[config.mk]
export PLATFORM = sky130hd
export DESIGN_NAME = port_pin_override_mux
export DESIGN_NICKNAME = d
export VERILOG_FILES = /design/src/logic/port_pin_override_pkg.sv /design/src/logic/port_pin_override_mux.sv
export VERILOG_INCLUDE_DIRS = /design/src /design/src/logic
export SDC_FILE = /design/constraint.sdc
export NUM_CORES = 1
export LEC_CHECK = 0
export BUFFER_PORTS_ARGS = -buffer_cell sky130_fd_sc_hd__buf_2
export CORE_MARGIN = 2
export CORE_UTILIZATION = 35
export DETAILED_ROUTE_END_ITERATION = 8
export PLACE_DENSITY = 0.61
export SETUP_SLACK_MARGIN = 0.4
export SLEW_MARGIN = 5
export SYNTH_ARGS = -nofsm -noshare
export SYNTH_HDL_FRONTEND = slang
export SYNTH_SLANG_ARGS = --single-unit
[constraint.sdc]
create_clock -name pclk -period 3.06 [get_ports pclk]
set_clock_uncertainty 0.2 [all_clocks]
set_input_delay 0.918 -clock pclk [delete_from_list [all_inputs] [get_ports pclk]]
set_output_delay 0.918 -clock pclk [all_outputs]
set_load 0.005 [all_outputs]
[src/logic/port_pin_override_regs.svh]
// How it works
// - Plain pull-up only for direction/out/kill 0b010.
// - Pull-up override enable selects override value.
// - Driver enable follows direction bit normally.
// - Direction override enable selects override value.
// - Outvalue override drives pin when enabled.
// - Otherwise driven level is port output bit.
// - Toggle override inverts the stored output bit.
// - Input enable override sets input enable.
// - Otherwise sleep clamp disables digital input.
// - Function tap before synchronizer; functions synchronize.
// - Strobes per port; clock, clamp, kill shared.
// - Bit 4 kill disables every pull-up without override enable.
// - Async timer without external clock takes bit 7.
// - Bit 7 register bits read zero when taken.
// - Taken bit 7 is no general I/O.
// - Each pin n feeds pin-change source n.
`ifndef PORT_PIN_OVERRIDE_REGS_SVH
`define PORT_PIN_OVERRIDE_REGS_SVH

// ****************************************************************
// Register byte offsets
// ****************************************************************
`define OFS_DIRECTION   12'h000
`define OFS_OUTPUT      12'h004
`define OFS_INPUT       12'h008
`define OFS_CTRL        12'h00c
`define OFS_TIMER_SEL   12'h010

// ****************************************************************
// Field positions and reset values
// ****************************************************************
`define BIT_PULLUP_KILL 4
`define BIT_ASYNC_SEL   5
`define BIT_EXT_CLK_SEL 6
`define BIT_CLOCK_PIN   7
`define RST_BYTE        8'h00
`define ZERO_WORD       32'h0000_0000

`endif

[src/logic/port_pin_override_pkg.sv]
package port_pin_override_pkg;
  typedef logic [7:0]  port_byte_t;
  typedef logic [31:0] bus_word_t;
endpackage

[src/logic/port_pin_override_mux.sv]
`timescale 1ns/10ps
`include "port_pin_override_regs.svh"

module port_pin_override_mux (
  // Clock, reset and enable
  input  wire logic                              pclk,
  input  wire logic                              presetn,
  input  wire logic                              ce,
  // APB slave
  input  wire logic                              psel,
  input  wire logic                              penable,
  input  wire logic                              pwrite,
  input  wire logic [11:0]                       paddr,
  input  wire port_pin_override_pkg::bus_word_t  pwdata,
  output port_pin_override_pkg::bus_word_t       prdata,
  output logic                                   pready,
  output logic                                   pslverr,
  // Per-pin overrides from peripheral modules
  input  wire port_pin_override_pkg::port_byte_t pullup_override_en,
  input  wire port_pin_override_pkg::port_byte_t pullup_override_val,
  input  wire port_pin_override_pkg::port_byte_t direction_override_en,
  input  wire port_pin_override_pkg::port_byte_t direction_override_val,
  input  wire port_pin_override_pkg::port_byte_t outvalue_override_en,
  input  wire port_pin_override_pkg::port_byte_t outvalue_override_val,
  input  wire port_pin_override_pkg::port_byte_t port_bit_toggle_override,
  input  wire port_pin_override_pkg::port_byte_t input_enable_override_en,
  input  wire port_pin_override_pkg::port_byte_t input_enable_override_val,
  // Sleep controller and oscillator
  input  wire logic                              sleep_clamp,
  input  wire logic                              osc_amp_out,
  // Pads
  input  wire port_pin_override_pkg::port_byte_t pad_in,
  output port_pin_override_pkg::port_byte_t      pad_out,
  output port_pin_override_pkg::port_byte_t      pad_oe_n,
  output port_pin_override_pkg::port_byte_t      pullup_en,
  // Alternate-function taps
  output port_pin_override_pkg::port_byte_t      schmitt_tap_to_function,
  output port_pin_override_pkg::port_byte_t      pin_change_src,
  output logic                                   crystal_amp_output_pin
);

  // ****************************************************************
  // Registers
  // ****************************************************************
  port_pin_override_pkg::port_byte_t pin_direction_bit_q;
  port_pin_override_pkg::port_byte_t pin_output_bit_q;
  port_pin_override_pkg::port_byte_t pin_output_bit_d;
  port_pin_override_pkg::port_byte_t controller_control_q;
  port_pin_override_pkg::port_byte_t async_timer_status_reg_q;
  port_pin_override_pkg::port_byte_t sync1_q;
  port_pin_override_pkg::port_byte_t pin_input_bit_q;
  port_pin_override_pkg::port_byte_t pad_out_q;
  port_pin_override_pkg::port_byte_t pad_oe_n_q;
  port_pin_override_pkg::port_byte_t pullup_q;
  port_pin_override_pkg::bus_word_t  prdata_q;
  logic                              takeover_q;

  // ****************************************************************
  // APB decode
  // ****************************************************************
  wire logic access     = psel & penable & ce;
  wire logic wr         = access & pwrite;
  // Read data is loaded at the end of the setup phase so it stands when pready is sampled.
  wire logic rd_setup   = psel & ~penable & ~pwrite & ce;
  wire logic hit_dir    = (paddr == `OFS_DIRECTION);
  wire logic hit_out    = (paddr == `OFS_OUTPUT);
  wire logic hit_in     = (paddr == `OFS_INPUT);
  wire logic hit_ctrl   = (paddr == `OFS_CTRL);
  wire logic hit_timer  = (paddr == `OFS_TIMER_SEL);
  wire logic mapped     = hit_dir | hit_out | hit_in | hit_ctrl | hit_timer;
  wire port_pin_override_pkg::port_byte_t wbyte = pwdata[7:0];

  // The slave answers in the first access cycle; a frozen clock enable stalls it.
  assign pready  = ce;
  assign pslverr = psel & penable & ~mapped;
  assign prdata  = prdata_q;

  // ****************************************************************
  // Pin control logic
  // ****************************************************************
  wire logic pullup_kill = controller_control_q[`BIT_PULLUP_KILL];
  // Crystal output mode only when the external clock option is off.
  wire logic takeover_d = async_timer_status_reg_q[`BIT_ASYNC_SEL] &
                          ~async_timer_status_reg_q[`BIT_EXT_CLK_SEL];
  wire port_pin_override_pkg::port_byte_t clock_mask =
    {takeover_q, 7'h00};

  // Pull-up only for input, output bit high, kill low.
  wire port_pin_override_pkg::port_byte_t pull_plain =
    ~pin_direction_bit_q & pin_output_bit_q & {8{~pullup_kill}};
  wire port_pin_override_pkg::port_byte_t pull_sel =
    (pullup_override_en & pullup_override_val) |
    (~pullup_override_en & pull_plain);
  wire port_pin_override_pkg::port_byte_t drive_sel =
    (direction_override_en & direction_override_val) |
    (~direction_override_en & pin_direction_bit_q);
  wire port_pin_override_pkg::port_byte_t value_sel =
    (outvalue_override_en & outvalue_override_val) |
    (~outvalue_override_en & pin_output_bit_q);
  wire port_pin_override_pkg::port_byte_t in_en_sel =
    (input_enable_override_en & input_enable_override_val) |
    (~input_enable_override_en & {8{~sleep_clamp}});

  // Bit 7 leaves the port entirely when taken: no pull-up, no input.
  wire port_pin_override_pkg::port_byte_t pull_fin  = pull_sel & ~clock_mask;
  wire port_pin_override_pkg::port_byte_t drive_fin = drive_sel | clock_mask;
  wire port_pin_override_pkg::port_byte_t value_fin =
    (value_sel & ~clock_mask) | ({8{osc_amp_out}} & clock_mask);
  wire port_pin_override_pkg::port_byte_t in_en_fin = in_en_sel & ~clock_mask;

  // The tap is taken before the port synchronizer on purpose; each function
  // synchronizes it itself unless it uses the tap as a clock.
  assign schmitt_tap_to_function = pad_in & in_en_fin;
  assign pin_change_src          = schmitt_tap_to_function;
  assign crystal_amp_output_pin  = takeover_q & osc_amp_out;

  assign pad_out   = pad_out_q;
  assign pad_oe_n  = pad_oe_n_q;
  assign pullup_en = pullup_q;

  // Software write, then bus toggle, then function toggle, all in one step.
  wire port_pin_override_pkg::port_byte_t out_written =
    (wr & hit_out) ? wbyte : pin_output_bit_q;
  wire port_pin_override_pkg::port_byte_t bus_toggle =
    (wr & hit_in) ? wbyte : `RST_BYTE;
  assign pin_output_bit_d = out_written ^ bus_toggle ^ port_bit_toggle_override;

  // ****************************************************************
  // Read mux
  // ****************************************************************
  wire port_pin_override_pkg::port_byte_t rd_dir = pin_direction_bit_q & ~clock_mask;
  wire port_pin_override_pkg::port_byte_t rd_out = pin_output_bit_q & ~clock_mask;
  wire port_pin_override_pkg::port_byte_t rd_in  = pin_input_bit_q & ~clock_mask;
  wire port_pin_override_pkg::port_byte_t rd_byte =
    hit_dir   ? rd_dir :
    hit_out   ? rd_out :
    hit_in    ? rd_in :
    hit_ctrl  ? controller_control_q :
    hit_timer ? async_timer_status_reg_q : `RST_BYTE;

  // ****************************************************************
  // Clocked state
  // ****************************************************************
  always_ff @(posedge pclk or negedge presetn) begin
    if (!presetn) begin
      pin_direction_bit_q      <= `RST_BYTE;
      pin_output_bit_q         <= `RST_BYTE;
      controller_control_q     <= `RST_BYTE;
      async_timer_status_reg_q <= `RST_BYTE;
      takeover_q               <= 1'b0;
    end else if (ce) begin
      if (wr & hit_dir) begin
        pin_direction_bit_q <= wbyte;
      end
      if (wr & hit_ctrl) begin
        controller_control_q <= wbyte;
      end
      if (wr & hit_timer) begin
        async_timer_status_reg_q <= wbyte;
      end
      pin_output_bit_q <= pin_output_bit_d;
      takeover_q       <= takeover_d;
    end
  end

  always_ff @(posedge pclk or negedge presetn) begin
    if (!presetn) begin
      sync1_q         <= `RST_BYTE;
      pin_input_bit_q <= `RST_BYTE;
    end else if (ce) begin
      sync1_q         <= pad_in;
      pin_input_bit_q <= sync1_q;
    end
  end

  always_ff @(posedge pclk or negedge presetn) begin
    if (!presetn) begin
      pad_out_q  <= `RST_BYTE;
      pad_oe_n_q <= ~`RST_BYTE;
      pullup_q   <= `RST_BYTE;
    end else if (ce) begin
      pad_out_q  <= value_fin;
      pad_oe_n_q <= ~drive_fin;
      pullup_q   <= pull_fin;
    end
  end

  always_ff @(posedge pclk or negedge presetn) begin
    if (!presetn) begin
      prdata_q <= `ZERO_WORD;
    end else if (rd_setup) begin
      prdata_q <= {24'h00_0000, rd_byte};
    end
  end

  // ****************************************************************
  // Assertions
  // ****************************************************************
  plain_pullup_a: assert property (
    @(posedge pclk) disable iff (!presetn)
    ce && !pullup_override_en[0] && !pin_direction_bit_q[0] && pin_output_bit_q[0]
      && !pullup_kill |=> pullup_en[0])
    else $error("pull-up missing in plain input state");

  pullup_override_a: assert property (
    @(posedge pclk) disable iff (!presetn)
    ce && pullup_override_en[1] |=> pullup_en[1] == $past(pullup_override_val[1]))
    else $error("pull-up does not follow override value");

  driver_plain_a: assert property (
    @(posedge pclk) disable iff (!presetn)
    ce && !direction_override_en[2] |=> pad_oe_n[2] == !$past(pin_direction_bit_q[2]))
    else $error("driver enable does not follow direction bit");

  driver_override_a: assert property (
    @(posedge pclk) disable iff (!presetn)
    ce && direction_override_en[3] |=> pad_oe_n[3] == !$past(direction_override_val[3]))
    else $error("driver enable does not follow override");

  value_select_a: assert property (
    @(posedge pclk) disable iff (!presetn)
    ce && outvalue_override_en[4] |=> pad_out[4] == $past(outvalue_override_val[4]))
    else $error("pin value does not follow override");

  toggle_invert_a: assert property (
    @(posedge pclk) disable iff (!presetn)
    ce && port_bit_toggle_override[5] && !wr |=>
      pin_output_bit_q[5] != $past(pin_output_bit_q[5]))
    else $error("toggle override did not invert output bit");

  sleep_clamp_a: assert property (
    @(posedge pclk) disable iff (!presetn)
    !input_enable_override_en[6] && sleep_clamp |-> !schmitt_tap_to_function[6])
    else $error("tap not clamped in sleep");

  kill_pullups_a: assert property (
    @(posedge pclk) disable iff (!presetn)
    ce && pullup_kill && pullup_override_en == 8'h00 |=> pullup_en == 8'h00)
    else $error("pull-up active while globally disabled");

  clock_pin_read_a: assert property (
    @(posedge pclk) disable iff (!presetn)
    rd_setup && takeover_q && (hit_dir || hit_out || hit_in) |=> prdata[7] == 1'b0)
    else $error("taken bit 7 reads nonzero");

  clock_pin_drive_a: assert property (
    @(posedge pclk) disable iff (!presetn)
    ce && takeover_q |=> !pad_oe_n[7] && !pullup_en[7])
    else $error("taken bit 7 not routed to oscillator");

  outvalue_plain_a: assert property (
    @(posedge pclk) disable iff (!presetn)
    ce && !outvalue_override_en[3] |=> pad_out[3] == $past(pin_output_bit_q[3]))
    else $error("pin value does not follow output bit");

  pullup_output_a: assert property (
    @(posedge pclk) disable iff (!presetn)
    ce && !pullup_override_en[0] && pin_direction_bit_q[0] |=> !pullup_en[0])
    else $error("pull-up on while pin is an output");

  input_override_a: assert property (
    @(posedge pclk) disable iff (!presetn)
    input_enable_override_en[1] |->
      schmitt_tap_to_function[1] == (pad_in[1] && input_enable_override_val[1]))
    else $error("input enable does not follow override");

  input_awake_a: assert property (
    @(posedge pclk) disable iff (!presetn)
    !input_enable_override_en[2] && !sleep_clamp |-> schmitt_tap_to_function[2] == pad_in[2])
    else $error("tap blocked while awake");

  change_source_a: assert property (
    @(posedge pclk) disable iff (!presetn)
    !input_enable_override_en[5] && !sleep_clamp |-> pin_change_src[5] == pad_in[5])
    else $error("pin-change source does not follow its pin");

  input_sync_a: assert property (
    @(posedge pclk) disable iff (!presetn)
    ce ##1 ce |=> pin_input_bit_q == $past(pad_in, 2))
    else $error("input register is not the twice-synchronized pad");

  toggle_hold_a: assert property (
    @(posedge pclk) disable iff (!presetn)
    ce && !port_bit_toggle_override[6] && !wr |=> $stable(pin_output_bit_q[6]))
    else $error("output bit changed without write or toggle");

  frozen_state_a: assert property (
    @(posedge pclk) disable iff (!presetn)
    !ce |=> $stable(pin_output_bit_q) && $stable(pad_out) && $stable(pad_oe_n)
      && $stable(pullup_en) && $stable(prdata))
    else $error("state moved while clock enable low");

  unmapped_write_a: assert property (
    @(posedge pclk) disable iff (!presetn)
    wr && !mapped |=> $stable(pin_direction_bit_q) && $stable(controller_control_q)
      && $stable(async_timer_status_reg_q))
    else $error("unmapped write changed a register");

  write_lands_a: assert property (
    @(posedge pclk) disable iff (!presetn)
    wr && hit_dir |=> pin_direction_bit_q == $past(wbyte))
    else $error("direction write did not land");

  read_upper_a: assert property (
    @(posedge pclk) disable iff (!presetn)
    rd_setup |=> prdata[31:8] == 24'h00_0000)
    else $error("upper read bits not zero");

  // ****************************************************************
  // Bit 7 takeover checks
  // ****************************************************************
  takeover_on_a: assert property (
    @(posedge pclk) disable iff (!presetn)
    ce && async_timer_status_reg_q[`BIT_ASYNC_SEL]
      && !async_timer_status_reg_q[`BIT_EXT_CLK_SEL] |=> takeover_q)
    else $error("bit 7 not taken by the crystal amplifier");

  takeover_off_a: assert property (
    @(posedge pclk) disable iff (!presetn)
    ce && async_timer_status_reg_q[`BIT_EXT_CLK_SEL] |=> !takeover_q)
    else $error("bit 7 taken while external clock selected");

  clock_pin_value_a: assert property (
    @(posedge pclk) disable iff (!presetn)
    ce && takeover_q |=> pad_out[7] == $past(osc_amp_out))
    else $error("taken bit 7 does not carry the amplifier output");

  crystal_idle_a: assert property (
    @(posedge pclk) disable iff (!presetn)
    !takeover_q |-> !crystal_amp_output_pin)
    else $error("amplifier output shown while bit 7 is free");

  clock_pin_input_a: assert property (
    @(posedge pclk) disable iff (!presetn)
    takeover_q |-> !schmitt_tap_to_function[7] && !pin_change_src[7])
    else $error("taken bit 7 still feeds the input tap");

  bit7_port_a: assert property (
    @(posedge pclk) disable iff (!presetn)
    ce && !takeover_q && !direction_override_en[7] |=>
      pad_oe_n[7] == !$past(pin_direction_bit_q[7]))
    else $error("free bit 7 driver does not follow direction bit");

endmodule

==> results by group, run 1 <==
Synthesis
  – Top FF cell, synth: dfrtp_1
  – Distinct cells, synth: 50
  – Cells after synthesis: 436
  – Share of the synthesized area in the top cell type: 0.4042
  – Top cell type by total area after synthesis: dfrtp_1
  – Post-synthesis sequential area ratio: 0.4507
  – Synthesized area per cell: 10.37 sq um
  – Synth Warn #: 0
  – Synth Cell Area: 0.004519 sq mm
  – Area contributors post-synth: dfrtp_1, mux2_2, buf_4
  – Register bit total from synthesis: 81
  – FFs w/ async S/R, synth: 1.000
  – EDFF count, synth: 0

Detailed routing
  – DR pass1 iterations: 4
  – Vias per cell: 4.953
  – Via Count: 3903
  – DRT iter0 DRCs: 133
  – WL/cell: 15.70 um
  – DRC: 0
  – Post-route ant nets: 0
  – Routed WL: 12370 um

Floorplan
  – Die area: 0.01384 sq mm
  – Die H: 117.6 um
  – Die width: 117.6 um
  – Starting density of the core: 0.3581
  – Site Rows: 41
  – Top Ports: 207
  – Core ar.: 0.01262 sq mm

CTS
  – Clock-pin slew on the worst setup and hold paths: 0.06 ns
  – Clk buf depth: 2
  – CTS Root Cell: clkbuf_16
  – Clock tree sinks: 81
  – CTS tree: built
  – Clock latency on the worst-skew pair: 0.34 ns
  – CTS Buf Count: 9
  – # H-tree levels: 3

Setup path
  – Worst EP arrival: 1.97 ns
  – Startpoint types: input port
  – Worst EP required: 1.94 ns
  – FF-to-FF Start: controller_control_q[4]
  – Worst setup EP type: output pin
  – Worst-path fanout max: 2
  – Reg2reg path depth: 5
  – CP Class: in2out
  – Crit Reg-Reg Endpoint: prdata[4]
  – R2R setup slack: 1.46 ns

STA
  – Final period util: 1.010
  – Unrepaired setup endpoints after global routing: yes
  – Max_slew headroom: 0.6153
  – Max Clk Rate: 323.5 MHz
  – Fin crit period: 3.091 ns
  – PnR worst setup slack: -0.03088 ns
  – Worst-Margin Slew: 0.5770 ns
  – Setup violators final: 1
  – Fin. Hold Viols: 0
  – Slew Viols, Final: 0

Worst hold path
  – Worst Hold Endpoint: pad_oe_n[7]
  – Hold path startpoint: pad_oe_n[7]
  – Worst hold stages: 1
  – Hold Path Class: reg2reg

Finish
  – Final net count: 743
  – Area growth, synth to finish: 35.91%
  – Final Core Density: 0.4867
  – Multi-input gate area: 0.002351 sq mm
  – Register Area: 0.002037 sq mm
  – Ant diodes: 0
  – Fill count: 1191
  – Layout cells sized above 1: 0.4773

Power and ir drop
  – Power density over cell area: 509.2 mW/mm^2
  – VDD IR max: 227.9 uV
  – P_leak: 2.955 nW

GRT
  – Gr usage total: 0.1798
  – First-pass GRT wire length: 19780 um
  – Global route total overflow: 0
  – Number of global-route vias before repair: 3834
  – Initial antenna violation count: 0
  – Largest net degree at the start of global routing: 43

Run status
  – Outcome: finished, violations left
  – Violated checks: negative setup slack

Placement
  – HPWL Detailed: 8994 um
  – RD Place Congestion: 0.8112
  – DP Worst Slack: -0.1167 ns
  – Number of port buffers: 158

Run
  – Max Cap Violations: 0
-- final cells by class --
type | count | area share
Sequential cell | 81 | 0.3316
Inverter | 13 | 0.007945
Clock buffer | 11 | 0.03789
Timing Repair Buffer | 192 | 0.1837
Tap cell | 172 | 0.03504
Multi-Input combinational cell | 314 | 0.3828
Clock inverter | 5 | 0.02098
-- layer usage --
layer  up-vias  global-route usage  wire length (um)
met1      1858              0.2316              5443
li1       1880                   -                 -
met3        13             0.04603               836
met2       152              0.2972              5915
met4         0             0.05497               178
met5         -                   0                 0
-- power breakdown --
part	switching [W]	internal (W)	total (W)
Sequential	0.0000823	0.00119	0.00127
Combinational	0.000258	0.000276	0.000535
Clock	0.000439	0.000884	0.00132
Total	0.000779	0.00235	0.00313
-- flip-flops by register name, indices dropped and copies added, names as in the netlist --
signal                    flops
async_timer_status_reg_q      8
controller_control_q          8
pad_oe_n                      8
pad_out                       8
pin_direction_bit_q           8
pin_input_bit_q               8
pin_output_bit_q              8
prdata                        8
pullup_en                     8
sync1_q                       8
takeover_q                    1
-- Yosys cell counts, types with 8 or more instances --
cell type / count
and2_1: 9
dfstp_2: 8
dfrtp_1: 73
a21oi_1: 29
nand2_1: 35
inv_1: 12
clkbuf_1: 15
mux2i_1: 20
o21ai_0: 28
nor2_1: 17
buf_4: 34
mux2_2: 56
-- worst max-delay path by stage --
stage,slack (ns),to,cells past startpoint,start
after CTS,-0.02,pslverr,5,paddr[10]
after detailed placement,-0.12,prdata[5],8,paddr[9]
after floorplan,0.12,async_timer_status_reg_q[0],6,paddr[9]
final,-0.03,pslverr,5,paddr[10]
after global routing,-0.07,pslverr,5,paddr[10]
after global placement,-0.09,pslverr,5,paddr[9]
-- layout by cell type, fill, tap and decap left out, types with 5 or more instances in the layout --
cell	n
a211oi_1	5
a21oi_1	27
a31oi_1	7
a41o_1	5
and2_1	9
buf_2	155
buf_4	24
buf_6	10
clkbuf_16	9
conb_1	24
dfrtp_1	73
dfstp_2	8
inv_1	12
mux2_2	51
mux2_4	5
mux2i_1	20
nand2_1	35
nand2b_1	5
nor2_1	17
nor4_1	5
o21ai_0	20
o21ai_1	7
o22ai_2	7
o32ai_1	6
xnor2_1	6
-- repair_timing --
| item | in CTS | in global routing |
|---|---|---|
| setup buffers | 12 | 0 |
| gates cloned | 1 | 0 |
| gates resized for setup | 27 | 18 |
| endpoints found under the setup margin | 36 | 51 |
| pin swaps | 16 | 7 |
| hold buffers | 0 | 0 |
-- critical path, stage by stage --
cell and delay, ns:
buf_6 0.09, or4_4 0.56, nor3_4 0.18, a21oi_1 0.09, buf_2 0.13
-- cell families (layout without fill, tap and decap cells) --
logic type	after synthesis	count (layout)	share of synthesized area
xor+xnor	6	6	0.01163
flops	81	81	0.4507
other cells	1	24	0.0008298
buf+inv	64	221	0.08139
compound gates	101	101	0.1409
mux	76	76	0.1838
simple gates	107	107	0.1307
-- through the flow --
step / power [W] / instance area (sq um) / setup TNS, ns / hold WS [ns] / std cells
floorplan: 0.001567 / 4624 / 0 / 0.2663 / 459
global placement: 0.001783 / 5507 / -0.7051 / 0.2660 / 759
detailed placement: 0.001800 / 5507 / -0.9180 / 0.2740 / 759
CTS: 0.003154 / 6096 / -0.01765 / 0.2812 / 788
global route: 0.003266 / 6142 / -0.06545 / 0.2948 / 788
finish: 0.003128 / 6142 / -0.03088 / 0.2759 / 788
Note: power is estimated with default switching activity, not from simulation.
==> inputs of run 2 (changes only) <==
--- a/config.mk
+++ b/config.mk
@@ -11,6 +11,7 @@
 export CORE_UTILIZATION = 35
 export DETAILED_ROUTE_END_ITERATION = 8
 export PLACE_DENSITY = 0.61
+export RECOVER_POWER = 100
 export SETUP_SLACK_MARGIN = 0.4
 export SLEW_MARGIN = 5
 export SYNTH_ARGS = -nofsm -noshare
==> results by group, run 2 (same netlist as run 1, synthesis figures left out) <==
Run status
  – Outcome: finished, violations left
  – Violated checks: negative setup slack

CTS
  – CTS Root Cell: clkbuf_16
  – CTS tree: built
  – CTS Buf Count: 9 (unchanged)
  – Clock tree sinks: 81 (unchanged)
  – Cts hold-fix bufs: 0 (unchanged)
  – # H-tree levels: 3 (unchanged)
  – Clock latency on the worst-skew pair: 0.34 ns (about the same)
  – Clock-pin slew on the worst setup and hold paths: 0.06 ns (about the same)
  – Clk buf depth: 2 (unchanged)

Floorplan
  – Die width: 117.6 um (unchanged)
  – Starting density of the core: 0.3581 (unchanged)
  – Site Rows: 41 (unchanged)
  – Core ar.: 0.01262 sq mm (unchanged)
  – Top Ports: 207 (unchanged)
  – Die area: 0.01384 sq mm (unchanged)
  – Die H: 117.6 um (unchanged)

STA
  – Max_slew headroom: 0.1790 (-0.4364)
  – PnR worst setup slack: -0.03206 ns (-0.001183 ns)
  – Worst-Margin Slew: 1.232 ns (+0.6546 ns)
  – Worst hold slack: 0.2758 ns (-0.00004400 ns)
  – Fin crit period: 3.092 ns (+0.001183 ns)
  – Final period util: 1.010 (about the same)
  – Max Clk Rate: 323.4 MHz (about the same)
  – Fin. Hold Viols: 0 (unchanged)
  – Setup violators final: 1 (unchanged)
  – Unrepaired setup endpoints after global routing: yes
  – Slew Viols, Final: 0 (unchanged)

Finish
  – Post-route cell area: 0.005995 sq mm (-2.4%)
  – Layout cells sized above 1: 0.4351 (-0.04221)
  – Fill count: 1220 (+2.4%)
  – Area growth, synth to finish: 32.64%
  – Ant diodes: 0 (unchanged)
  – Register Area: 0.002037 sq mm (unchanged)
  – Final net count: 743 (unchanged)
  – Most frequent cells in the layout: buf_2, dfrtp_1, mux2_2, nand2_1, a21oi_1
  – Commonest non-fill, non-tap cell in the layout: buf_2
  – Finished Layout Cells: 788 (unchanged)
  – Multi-input gate area: 0.002293 sq mm (-2.4%)

Placement
  – Dpl cells: 759 (unchanged)
  – HPWL Detailed: 8994 um (unchanged)
  – Area after DPL: 0.005507 sq mm (unchanged)
  – RD Place Congestion: 0.8112 (unchanged)
  – Number of port buffers: 158 (unchanged)

Detailed routing
  – DR pass1 iterations: 4 (unchanged)
  – Post-route ant nets: 0 (unchanged)
  – WL/cell: 15.65 um (-0.31%)
  – Routed WL: 12340 um (-0.31%)
  – DRC: 0 (unchanged)
  – DRT iter0 DRCs: 112 (-16%)
  – Via Count: 3908 (+0.13%)
  – Vias per cell: 4.959 (+0.13%)

Power and ir drop
  – Power density over cell area: 517.5 mW/mm^2 (+1.6%)
  – Switch Pwr: 0.0007722 W (-0.93%)
  – VDD IR max: 225.9 uV (-0.90%)
  – Sequential share of power: 0.409 (+0.003)
  – P_leak: 2.854 nW (-3.4%)
  – Clk network pwr share: 0.425 (+0.002)
  – Combinational Power Share: 0.166 (-0.005)
  – Internal: 0.002330 W (-0.78%)
  – Switching share of power: 0.2489 (-0.0002757)

Setup path
  – Worst-path fanout max: 2 (unchanged)
  – CP Class: in2out
  – R2R setup slack: 1.44 ns (-0.02 ns)
  – Startpoint types: input port
  – Worst Setup EP: pslverr
  – Worst EP required: 1.94 ns (about the same)
  – Worst setup EP type: output pin
  – FF-to-FF Start: controller_control_q[4]
  – Reg2reg path depth: 5 (unchanged)
  – CP startpoint: paddr[10]
  – Crit Reg-Reg Endpoint: prdata[4]
  – Worst EP arrival: 1.97 ns (about the same)

Run
  – Max Cap Violations: 0 (unchanged)

GRT
  – Initial antenna violation count: 0 (unchanged)
  – Largest net degree at the start of global routing: 43 (unchanged)
  – Global route total overflow: 0 (unchanged)
  – First-pass GRT wire length: 19780 um (unchanged)
  – Number of global-route vias before repair: 3834 (unchanged)
  – Gr usage total: 0.1798 (unchanged)

Worst hold path
  – Hold Path Class: reg2reg
run 2: worst min-delay path by stage:
stage	startpoint	endpoint	slack (ns)	cells past startpoint
floorplan	pin_output_bit_q[0]	pin_output_bit_q[0]	0.27	1
global placement	pad_oe_n[7]	pad_oe_n[7]	0.27	1
detailed placement	pullup_en[7]	pullup_en[7]	0.27	1
CTS	pad_oe_n[7]	pad_oe_n[7]	0.28	1
global route	pad_oe_n[7]	pad_oe_n[7]	0.29	1
finish	pad_oe_n[7]	pad_oe_n[7]	0.28	1
run 2: per-layer routing:
metal  vias to the layer above  wire (um)  global-route usage
met5                         -          0                   0
met4                         0        221             0.05497
met3                        17        774             0.04603
met2                       160       5876              0.2972
met1                      1850       5463              0.2316
li1                       1881          -                   -
run 2: final cells by class:
class                           count  share of cell area
Clock buffer                       11             0.03882
Timing Repair Buffer              192              0.1732
Sequential cell                    81              0.3398
Multi-Input combinational cell    314              0.3826
Inverter                           13            0.008140
Tap cell                          172             0.03590
Clock inverter                      5             0.02150
run 2: repair_timing:
action                     4_1_cts  5_1_grt
setup buffers                   12        0
setup endpoints to repair       36       51
cloned                           1        0
pin swaps                       16        7
gates resized for setup         27       18
run 2: power by group through the flow:
stage          Combinational [W]  Clock (W)  Sequential, W
6_report                0.000515    0.00132        0.00127
5_1_grt                 0.000572    0.00139        0.00128
4_1_cts                 0.000530    0.00136        0.00127
3_5_place_dp            0.000516          0        0.00128
3_3_place_gp            0.000503          0        0.00128
2_1_floorplan           0.000295          0        0.00127
run 2: worst max-delay path, cell delays in order:
cell	delay, ns
buf_6	0.09
or4_4	0.57
nor3_4	0.18
a21oi_1	0.09
buf_2	0.13
run 2: metrics by stage:
step / TNS, ns / util / setup WS, ns / power [W]
6_report: -0.03206 / 0.4750 / -0.03206 / 0.003102
5_1_grt: -0.4096 / 0.4750 / -0.06545 / 0.003244
4_1_cts: -0.01765 / 0.4830 / -0.01765 / 0.003154
3_5_place_dp: -0.9180 / 0.4363 / -0.1167 / 0.001800
3_3_place_gp: -0.7051 / 0.4363 / -0.08926 / 0.001783
2_1_floorplan: 0 / - / 0.1204 / 0.001567
